<file path="src/verilog/ppw_pkg.sv">
/*
 Shared constants for the parallel port write handshake: modes, address byte
 layout, reset levels and timing counts. Assumes a 25 MHz system clock.
*/
package ppw_pkg;
  localparam int CLK_NS = 40;
  localparam int STROBE_MIN_NS = 200;
  localparam int SETUP_MIN_NS = 125;
  localparam int ECP_LOW_MIN_NS = 160;
  // Least times round up to whole cycles
  localparam logic [3:0] STROBE_CYC = 4'((STROBE_MIN_NS + CLK_NS - 1) / CLK_NS);
  localparam logic [3:0] SETUP_CYC = 4'((SETUP_MIN_NS + CLK_NS - 1) / CLK_NS);
  localparam logic [3:0] ECP_LOW_CYC = 4'((ECP_LOW_MIN_NS + CLK_NS - 1) / CLK_NS);
  localparam logic [3:0] CNT_ONE = 4'h1;
  localparam logic [3:0] CNT_ZERO = 4'h0;

  typedef enum logic [1:0] {
    PPW_MODE_STD = 2'b00,
    PPW_MODE_EPP = 2'b01,
    PPW_MODE_ECP = 2'b10
  } ppw_mode_e;

  // Address byte: bit 7 set selects write, bits 1:0 select the target
  localparam int ADDR_DIR_BIT = 7;
  localparam int ADDR_TGT_LSB = 0;
  localparam int ADDR_TGT_W = 2;
  typedef enum logic [1:0] {
    PPW_TGT_REG = 2'b00,
    PPW_TGT_DRAM = 2'b01,
    PPW_TGT_REMOTE = 2'b10,
    PPW_TGT_NONE = 2'b11
  } ppw_target_e;

  localparam logic [7:0] BYTE_RST = 8'h00;
  localparam logic [2:0] CTRL_IDLE = 3'h7;
endpackage

</file>
<file path="src/verilog/ppw_link_if.sv">
/*
 Parallel port pins between the host port controller and the peripheral.
 Data runs host to peripheral only; strobe, select-in and auto-feed are
 active low, busy is active high.
*/
`timescale 1ns/100ps
interface ppw_link_if;
  logic [7:0] data;
  logic host_strobe_line_n;
  logic sel_in_n;
  logic auto_feed_n;
  logic peripheral_busy_line;

  modport dev (
    input data,
    input host_strobe_line_n,
    input sel_in_n,
    input auto_feed_n,
    output peripheral_busy_line
  );
  modport host (
    output data,
    output host_strobe_line_n,
    output sel_in_n,
    output auto_feed_n,
    input peripheral_busy_line
  );
endinterface

</file>
<file path="src/verilog/ppw_dev.sv">
/*
 Peripheral end of the parallel port write handshake: takes address and data
 write cycles in standard, EPP and ECP signalling and answers on busy.
 Assumes a host that follows the handshake; mode and burst come from local
 configuration and change only while the link is idle.
*/
`timescale 1ns/100ps
module ppw_dev (
  input wire logic i_mclk,
  input wire logic i_rst,
  input ppw_pkg::ppw_mode_e i_mode,
  input wire logic i_burst,
  input wire logic i_sink_rdy,
  output logic [7:0] o_addr,
  output logic o_addr_vld,
  output logic o_wr_sel,
  output logic o_rd_sel,
  output ppw_pkg::ppw_target_e o_target,
  output logic [7:0] o_data,
  output logic o_data_vld,
  output logic o_data_drop,
  ppw_link_if.dev link
);
  typedef enum logic [1:0] {
    DEV_IDLE = 2'b00,
    DEV_HOLD = 2'b01,
    DEV_XFER = 2'b10,
    DEV_REL = 2'b11
  } ppw_dev_state_e;

  ppw_dev_state_e state_r;
  ppw_dev_state_e state_nxt;
  logic [7:0] data_s;
  logic [2:0] ctrl_s;
  logic [2:0] ctrl_prev_r;
  logic [3:0] cnt_r;
  logic [3:0] cnt_nxt;
  logic ecp_addr_r;
  logic busy_r;
  logic busy_nxt;
  logic [7:0] addr_r;
  logic wr_sel_r;
  logic rd_sel_r;
  ppw_pkg::ppw_target_e tgt_r;
  logic [7:0] data_r;
  logic addr_vld_r;
  logic data_vld_r;
  logic drop_r;

  // Pins pass two flops before any edge logic sees them
  ppw_sync #(.W(8), .RST_VAL(ppw_pkg::BYTE_RST)) u_sync_data (
    .i_mclk(i_mclk),
    .i_rst(i_rst),
    .i_d(link.data),
    .o_q(data_s)
  );
  ppw_sync #(.W(3), .RST_VAL(ppw_pkg::CTRL_IDLE)) u_sync_ctrl (
    .i_mclk(i_mclk),
    .i_rst(i_rst),
    .i_d({link.auto_feed_n, link.sel_in_n, link.host_strobe_line_n}),
    .o_q(ctrl_s)
  );

  // Edge detection on the synchronised copies only
  wire stb_fall = ctrl_prev_r[0] & ~ctrl_s[0];
  wire stb_rise = ~ctrl_prev_r[0] & ctrl_s[0];
  wire sel_fall = ctrl_prev_r[1] & ~ctrl_s[1];
  wire alf_fall = ctrl_prev_r[2] & ~ctrl_s[2];
  wire lines_idle = ctrl_s[1] & ctrl_s[2];

  wire is_std = (i_mode == ppw_pkg::PPW_MODE_STD);
  wire is_epp = (i_mode == ppw_pkg::PPW_MODE_EPP);
  wire is_ecp = (i_mode == ppw_pkg::PPW_MODE_ECP);
  wire st_idle = (state_r == DEV_IDLE);

  // Data is acceptable only after a write-select address and with room
  wire accept_ok = wr_sel_r & i_sink_rdy;

  // Standard: select-in low latches the address with no hold-off
  wire std_addr = is_std & sel_fall;
  // Burst takes either strobe edge, otherwise only the falling one
  wire std_data = is_std & (stb_fall | (i_burst & stb_rise));
  wire epp_addr = is_epp & st_idle & sel_fall;
  wire epp_data = is_epp & st_idle & ~sel_fall & alf_fall;
  wire ecp_start = is_ecp & st_idle & stb_fall;
  wire ecp_end = (state_r == DEV_XFER) & stb_rise;
  // ECP latches on the rising strobe, the content kind taken at the fall
  wire ecp_addr = ecp_end & ecp_addr_r;
  wire ecp_data = ecp_end & ~ecp_addr_r;

  wire take_addr = std_addr | epp_addr | ecp_addr;
  wire take_data = std_data | epp_data | ecp_data;
  wire data_ok = take_data & accept_ok;
  // A byte that arrives without a write selection is dropped, not stored
  wire data_bad = take_data & ~accept_ok;

  // Address decode: direction and target
  wire addr_dir_wr = data_s[ppw_pkg::ADDR_DIR_BIT];
  wire [1:0] addr_tgt = data_s[ppw_pkg::ADDR_TGT_LSB +: ppw_pkg::ADDR_TGT_W];
  wire addr_tgt_ok = (addr_tgt != ppw_pkg::PPW_TGT_NONE);
  wire cnt_done = (cnt_r == ppw_pkg::CNT_ONE);

  always_comb begin
    state_nxt = state_r;
    cnt_nxt = cnt_r;
    case (state_r)
      DEV_IDLE: begin
        if (epp_addr | epp_data) begin
          state_nxt = DEV_HOLD;
        end else if (ecp_start) begin
          state_nxt = DEV_XFER;
        end
      end
      DEV_HOLD: begin
        // Busy stays up until the host lets both lines go
        if (lines_idle) begin
          state_nxt = DEV_IDLE;
        end
      end
      DEV_XFER: begin
        if (stb_rise) begin
          state_nxt = DEV_REL;
          cnt_nxt = ppw_pkg::ECP_LOW_CYC;
        end
      end
      DEV_REL: begin
        // Low time long enough for the host's synchroniser to see it
        if (cnt_done) begin
          state_nxt = DEV_IDLE;
          cnt_nxt = ppw_pkg::CNT_ZERO;
        end else begin
          cnt_nxt = cnt_r - ppw_pkg::CNT_ONE;
        end
      end
      default: begin
        state_nxt = DEV_IDLE;
        cnt_nxt = ppw_pkg::CNT_ZERO;
      end
    endcase
  end

  // Busy: acknowledge while a cycle is open, low in the ECP release,
  // otherwise low exactly when a data byte can be taken
  always_comb begin
    case (state_nxt)
      DEV_HOLD: busy_nxt = 1'b1;
      DEV_XFER: busy_nxt = 1'b1;
      DEV_REL: busy_nxt = 1'b0;
      default: busy_nxt = ~accept_ok;
    endcase
  end

  always_ff @(posedge i_mclk) begin
    if (i_rst) begin
      state_r <= DEV_IDLE;
      cnt_r <= ppw_pkg::CNT_ZERO;
      ctrl_prev_r <= ppw_pkg::CTRL_IDLE;
      busy_r <= 1'b1;
      ecp_addr_r <= 1'b0;
    end else begin
      state_r <= state_nxt;
      cnt_r <= cnt_nxt;
      ctrl_prev_r <= ctrl_s;
      busy_r <= busy_nxt;
      if (ecp_start) begin
        ecp_addr_r <= ~ctrl_s[2];
      end
    end
  end

  // Address latch and selection; a reserved target selects nothing
  always_ff @(posedge i_mclk) begin
    if (i_rst) begin
      addr_r <= ppw_pkg::BYTE_RST;
      wr_sel_r <= 1'b0;
      rd_sel_r <= 1'b0;
      tgt_r <= ppw_pkg::PPW_TGT_NONE;
    end else if (take_addr) begin
      addr_r <= data_s;
      wr_sel_r <= addr_dir_wr & addr_tgt_ok;
      rd_sel_r <= ~addr_dir_wr & addr_tgt_ok;
      tgt_r <= ppw_pkg::ppw_target_e'(addr_tgt);
    end
  end

  always_ff @(posedge i_mclk) begin
    if (i_rst) begin
      data_r <= ppw_pkg::BYTE_RST;
      addr_vld_r <= 1'b0;
      data_vld_r <= 1'b0;
      drop_r <= 1'b0;
    end else begin
      addr_vld_r <= take_addr;
      data_vld_r <= data_ok;
      drop_r <= data_bad;
      if (data_ok) begin
        data_r <= data_s;
      end
    end
  end

  assign link.peripheral_busy_line = busy_r;
  assign o_addr = addr_r;
  assign o_addr_vld = addr_vld_r;
  assign o_wr_sel = wr_sel_r;
  assign o_rd_sel = rd_sel_r;
  assign o_target = tgt_r;
  assign o_data = data_r;
  assign o_data_vld = data_vld_r;
  assign o_data_drop = drop_r;
endmodule // ppw_dev

</file>
<file path="src/verilog/ppw_sync.sv">
/*
 Two flip-flop synchroniser, one per bit, for pins from the other party.
 Assumes each bit changes slowly against the clock; bytes are held stable
 by the host well before the strobe that qualifies them.
*/
`timescale 1ns/100ps
module ppw_sync #(
  parameter int W = 1,
  parameter logic [W-1:0] RST_VAL = '0
) (
  input wire logic i_mclk,
  input wire logic i_rst,
  input wire logic [W-1:0] i_d,
  output logic [W-1:0] o_q
);
  genvar b;
  generate
    for (b = 0; b < W; b++) begin : g_bit
      logic meta_r;
      logic sync_r;
      always_ff @(posedge i_mclk) begin
        if (i_rst) begin
          meta_r <= RST_VAL[b];
          sync_r <= RST_VAL[b];
        end else begin
          meta_r <= i_d[b];
          sync_r <= meta_r;
        end
      end
      assign o_q[b] = sync_r;
    end
  endgenerate
endmodule // ppw_sync

</file>
<file path="src/flat_wrapper.sv">
// flat-port wrapper written by rule: the top's interface ports become plain ports
module ppw_dev_flat 
  (i_mclk, i_rst, i_mode, i_burst, i_sink_rdy, o_addr, o_addr_vld, o_wr_sel, o_rd_sel, o_target, o_data, o_data_vld, o_data_drop, link_data, link_host_strobe_line_n, link_sel_in_n, link_auto_feed_n, link_peripheral_busy_line);
  ppw_link_if link_i ();
  input wire logic i_mclk;
  input wire logic i_rst;
  input ppw_pkg::ppw_mode_e i_mode;
  input wire logic i_burst;
  input wire logic i_sink_rdy;
  output logic [7:0] o_addr;
  output logic o_addr_vld;
  output logic o_wr_sel;
  output logic o_rd_sel;
  output ppw_pkg::ppw_target_e o_target;
  output logic [7:0] o_data;
  output logic o_data_vld;
  output logic o_data_drop;
  input wire logic [$bits(link_i.data)-1:0] link_data;
  input wire logic [$bits(link_i.host_strobe_line_n)-1:0] link_host_strobe_line_n;
  input wire logic [$bits(link_i.sel_in_n)-1:0] link_sel_in_n;
  input wire logic [$bits(link_i.auto_feed_n)-1:0] link_auto_feed_n;
  output wire logic [$bits(link_i.peripheral_busy_line)-1:0] link_peripheral_busy_line;
  assign link_i.data = link_data;
  assign link_i.host_strobe_line_n = link_host_strobe_line_n;
  assign link_i.sel_in_n = link_sel_in_n;
  assign link_i.auto_feed_n = link_auto_feed_n;
  assign link_peripheral_busy_line = link_i.peripheral_busy_line;
  ppw_dev u_core (.i_mclk(i_mclk), .i_rst(i_rst), .i_mode(i_mode), .i_burst(i_burst), .i_sink_rdy(i_sink_rdy), .o_addr(o_addr), .o_addr_vld(o_addr_vld), .o_wr_sel(o_wr_sel), .o_rd_sel(o_rd_sel), .o_target(o_target), .o_data(o_data), .o_data_vld(o_data_vld), .o_data_drop(o_data_drop), .link(link_i));
endmodule
</file>
<file path="config.mk">
export PLATFORM = sky130hd
export DESIGN_NAME = ppw_dev_flat
export DESIGN_NICKNAME = d
export VERILOG_FILES = /design/src/verilog/ppw_pkg.sv /design/src/verilog/ppw_link_if.sv /design/src/verilog/ppw_dev.sv /design/src/verilog/ppw_sync.sv /design/src/flat_wrapper.sv
export SDC_FILE = /design/constraint.sdc
export NUM_CORES = 1
export LEC_CHECK = 0
export CAP_MARGIN = 20
export CORE_MARGIN = 1.5
export CORE_UTILIZATION = 42
export DETAILED_ROUTE_END_ITERATION = 10
export DONT_BUFFER_PORTS = 1
export GPL_TIMING_DRIVEN = 0
export SYNTH_ARGS = -nofsm -noshare
export SYNTH_HDL_FRONTEND = slang
export SYNTH_SLANG_ARGS = --single-unit
</file>
<file path="constraint.sdc">
create_clock -name i_mclk -period 2.2 [get_ports i_mclk]
set_input_delay 0.66 -clock i_mclk [delete_from_list [all_inputs] [get_ports i_mclk]]
set_output_delay 0.66 -clock i_mclk [all_outputs]
set_load 0.03 [all_outputs]
</file>
==> results by group <==
Run status
  • Run status: finished, final reports clean

Clocking
  • Buffers inserted by post-CTS timing repair: 0
  • CTS max path bufs: 2
  • H-Tree Level Count: 2
  • Worst-skew pair later-pin latency: ~300 ps
  • Clock Sinks: 56
  • Cts hold-fix bufs: 0
  • Number of buffers created by CTS: 5
  • Clock tree root buffer cell: sky130_fd_sc_hd__clkbuf_8
  • Reg clk slew, reported paths: ~90 ps
  • Clock tree from TritonCTS: done

Synth
  • Flop and latch count out of synthesis: 56
  • Sequential area share after synthesis: between 50% and 60%
  • Most frequent cells after synthesis: 56 x sky130_fd_sc_hd__dfxtp_1, 19 x sky130_fd_sc_hd__nand2b_1, 18 x sky130_fd_sc_hd__nor2b_1, 15 x sky130_fd_sc_hd__mux2i_1, 15 x sky130_fd_sc_hd__nor2_1
  • Post-synthesis share of cell area spent on and, or, nand and nor gates: approximately 25%
  • Leading register cell type out of synthesis: sky130_fd_sc_hd__dfxtp_1
  • Post-synth net total: 222
  • Fraction of the mapped netlist area in compound gates: about 7.8%
  • Post-synthesis cell type with the largest combined area: sky130_fd_sc_hd__dfxtp_1
  • Post-synthesis share of cell area spent on xor and xnor gates: 0%
  • Adder-cell area share of the yosys netlist: 1.81%
  • Mean instance size in the synthesized netlist: slightly above 10 um2
  • Fraction of post-synthesis cell area in the top cell type by area: 54.0%
  • Mux cell area share after synthesis: under 10%
  • Number of flops mapped to enable cells by yosys: 0
  • Ys async rst share: 0%
  • Total number of yosys warnings: 0
  • Cell types occupying the most area after synthesis: sky130_fd_sc_hd__dfxtp_1 54%, sky130_fd_sc_hd__mux2i_1 7.2%, sky130_fd_sc_hd__nand2b_1 5.7%, sky130_fd_sc_hd__nor2b_1 5.4%, sky130_fd_sc_hd__nor2_1 2.7%
  • Synth Cell Area: between 2000 and 2500 um2
  • Cell count after synthesis: about 200
  • Dominant combinational cell family by area after synthesis: simple AND/OR/NAND/NOR gates
  • Number of unique standard cell types used by synthesis: 34
  • Most frequent cell after synthesis: sky130_fd_sc_hd__dfxtp_1

Timing
  • Transition time at the pin with the least slew margin: about 580 ps
  • Peak Freq: around 510 MHz
  • Setup repair after global routing missed its margin: false
  • Normalized max-slew margin: between 60 and 70%
  • Period utilization: 90.0%
  • Min Clock Period, post-route: roughly 2000 ps
  • Final number of setup-violating endpoints: 0
  • Number of hold-slack violations in the final timing report: 0
  • Total negative slack: 0 ps
  • Max-slew violation count: 0
  • Final clock skew: between 7 and 8 ps

Pwr
  • Internal portion of total power: around 0.0013 W
  • Logic pwr share: 4.9%
  • Power per standard cell area: between 700 and 800 nW/um2
  • Total Power: ~0.0017 W
  • Worst IR Drop VDD: approximately 360 uV
  • Sequential share of power: 61.8%
  • Leak: 0.856 nW
  • Share of total power consumed by net switching: 22.3%
  • Part of the power in the clock network: roughly a third
  • Switching power: 0.000384 W

Floorplanning
  • Row cnt: 25
  • Initial cell density of the core: 43.7%
  • Placeable core region: 4750 um2
  • Die boundary width: between 70 and 80 um
  • Die ar.: about 5400 um2
  • Overall die height: roughly 73 um
  • Top-Level Pins: between 40 and 50

Setup path
  • Reg2Reg Setup Slack: 220 ps
  • Worst EP required: 2400 ps
  • Dominant cell type by count on the critical path: sky130_fd_sc_hd__ha_1
  • Critical path destination: u_core.link.peripheral_busy_line$_SDFF_PP1_
  • Critical path buffer and inverter count: 1
  • Critical Path Stages: 8
  • Arrival time at the worst endpoint: about 2200 ps
  • Start point of the critical path: u_core.cnt_r[1]$_SDFFE_PP0P_
  • Crit-path cells: inv_1, ha_1, nor3b_2, nor2_1, o32ai_2, ha_1, nor2b_1, a211o_1
  • Delay of the slowest cell on the worst path: around 340 ps
  • Crit Path Max Fanout: 3
  • Worst setup SP type: register
  • Top Family by Delay on Critical Path: compound AO/OA/AOI/OAI gates
  • Critical R2R Capture: u_core.link.peripheral_busy_line$_SDFF_PP1_
  • Reg-to-reg critical path startpoint: u_core.cnt_r[1]$_SDFFE_PP0P_
  • Worst path slowest cell: sky130_fd_sc_hd__dfxtp_1
  • Endpoint class of the critical path: register
  • R2R depth: 8
  • Path type of the worst setup path: register to register

Final layout
  • Number of antenna cells inserted: 0
  • Ratio of cells with drive above 1 in the final layout: 11.9%
  • Layout net count: between 200 and 250
  • Filler cell count: 474
  • Layout Area Growth over Synthesis: 9.16%

Global routing
  • Layer with the highest usage: met2
  • First-pass GRT wire length: about 6300 um
  • Remaining global-route overflow: 0
  • All-Layer GR Usage: between 15 and 20%
  • Global Route met1 Usage: between 15 and 20%
  • Antenna violations before repair: 0
  • Via count of the first global-routing pass: approximately 1,300
  • Met3 Use GR: around 5.6%
  • Met2 Use GR: 26.9%
  • Maximum number of pins on one net before global-route repair: 17

Placement
  • Placer's final routability congestion estimate: about 0.79
  • Buffers added on ports: 0
  • Half-perimeter wire length of the detailed placement result: about 2900 um

Route
  • Initial drt markers: 86
  • Final wirelength: ~3900 um
  • Drc violations: 0
  • Number of routed nets with antenna violations: 0
  • Routed wire per std cell: around 14 um
  • Detailed-route via count: 1,403
  • Number of vias per cell after detailed routing: around 5
  • Drt pass-1 iters: 6

Min path
  • Min-delay worst type: register to register
  • Cell depth of the worst min-delay path: 1

Job
  • Max-cap violations: 0
-- sequential cells by signal, summed over array words and instances (netlist names) --
register and count:
u_core.ecp_addr_r 1, u_core.o_addr 8, u_core.o_target 2, u_core.ctrl_prev_r 3, u_core.cnt_r 4, u_core.o_data_drop 1
u_core.u_sync_data.g_bit.meta_r 8, u_core.u_sync_ctrl.g_bit.meta_r 3, u_core.o_data_vld 1, u_core.o_rd_sel 1, u_core.o_wr_sel 1, u_core.link.peripheral_busy_line 1
u_core.o_data 8, u_core.state_r 2, u_core.u_sync_ctrl.g_bit.sync_r 3, u_core.u_sync_data.g_bit.sync_r 8, u_core.o_addr_vld 1
-- area by class of cell --
type	count	area [um2]	area share (%)
Multi-Input combinational cell	131	891	39.3
Tap cell	67	83.8	3.70
Sequential cell	56	1120	49.5
Clock inverter	1	7.51	0.331
Buffer	11	61.3	2.71
Inverter	4	15.0	0.663
Clock buffer	7	86.3	3.81
-- power by group through the flow --
stage	Combinational (W)	Sequential [W]	Clock, W
2_1_floorplan	0.0000660	0.00108	0
3_3_place_gp	0.0000791	0.00109	0
3_5_place_dp	0.0000833	0.00109	0
4_1_cts	0.0000833	0.00106	0.000587
5_1_grt	0.0000932	0.00107	0.000627
6_report	0.0000838	0.00106	0.000573
-- stage by stage --
stage / cells / instance area, um2 / setup WS, ps / util, % / hold WS, ps
finish: 277 / 2270 / 220 / 47.7 / 421
global route: 277 / 2270 / 78.8 / 47.7 / 437
floorplan: 202 / 2080 / 195 / - / 389
detailed placement: 269 / 2160 / 25.5 / 45.4 / 400
CTS: 277 / 2250 / 22.3 / 47.4 / 422
global placement: 269 / 2160 / 43.7 / 45.4 / 395
-- cells by family (layout without fill, tap and decap cells) --
| family | after synthesis | count (layout) |
|---|---|---|
| fa+ha+maj | 3 | 3 |
| mux | 15 | 15 |
| flops | 56 | 56 |
| simple gates | 91 | 91 |
| buf+inv | 15 | 23 |
| compound gates | 22 | 22 |
-- metal layers --
metal,vias to the layer above,routed length [um]
met5,-,0
met4,0,57
met3,6,232
met2,35,1990
met1,678,1620
li1,684,-
-- worst min path at each step --
stage	slack, ps	to	start
final	420	u_core.u_sync_ctrl.g_bit[1].sync_r$_SDFF_PP1_	u_core.u_sync_ctrl.g_bit[1].meta_r$_SDFF_PP1_
after global routing	440	u_core.u_sync_ctrl.g_bit[1].meta_r$_SDFF_PP1_	link_sel_in_n
after CTS	420	u_core.u_sync_ctrl.g_bit[1].sync_r$_SDFF_PP1_	u_core.u_sync_ctrl.g_bit[1].meta_r$_SDFF_PP1_
after detailed placement	400	u_core.u_sync_ctrl.g_bit[1].sync_r$_SDFF_PP1_	u_core.u_sync_ctrl.g_bit[1].meta_r$_SDFF_PP1_
after global placement	400	u_core.u_sync_ctrl.g_bit[1].sync_r$_SDFF_PP1_	u_core.u_sync_ctrl.g_bit[1].meta_r$_SDFF_PP1_
after floorplan	390	u_core.u_sync_ctrl.g_bit[0].sync_r$_SDFF_PP1_	u_core.u_sync_ctrl.g_bit[0].meta_r$_SDFF_PP1_
-- cell usage in the layout, fill, tap and decap left out, types with 2 or more instances in the layout --
master                      Yosys  layout
sky130_fd_sc_hd__buf_6          2       2
sky130_fd_sc_hd__clkbuf_8       0       6
sky130_fd_sc_hd__inv_1          4       4
sky130_fd_sc_hd__or2_2          9       9
sky130_fd_sc_hd__nor3_1         5       5
sky130_fd_sc_hd__buf_1          2       2
sky130_fd_sc_hd__nand2_1       12      12
sky130_fd_sc_hd__ha_1           3       3
sky130_fd_sc_hd__nand4bb_1      2       2
sky130_fd_sc_hd__a21oi_1       11      11
sky130_fd_sc_hd__nor2_1        15      15
sky130_fd_sc_hd__nor2b_1       18      18
sky130_fd_sc_hd__nand3b_1       2       2
sky130_fd_sc_hd__nand3_1        2       2
sky130_fd_sc_hd__mux2i_1       15      15
sky130_fd_sc_hd__dfxtp_1       56      56
sky130_fd_sc_hd__a31oi_1        2       2
sky130_fd_sc_hd__clkbuf_1       5       6
sky130_fd_sc_hd__nand2b_1      19      19
sky130_fd_sc_hd__a211oi_1       2       2
-- repair_timing --
item / CTS / global route
resized for setup: 0 / 2
setup endpoints to repair: 0 / 1
endpoints found under the hold margin: 0 / 0
Note: power is estimated with default switching activity, not from simulation.
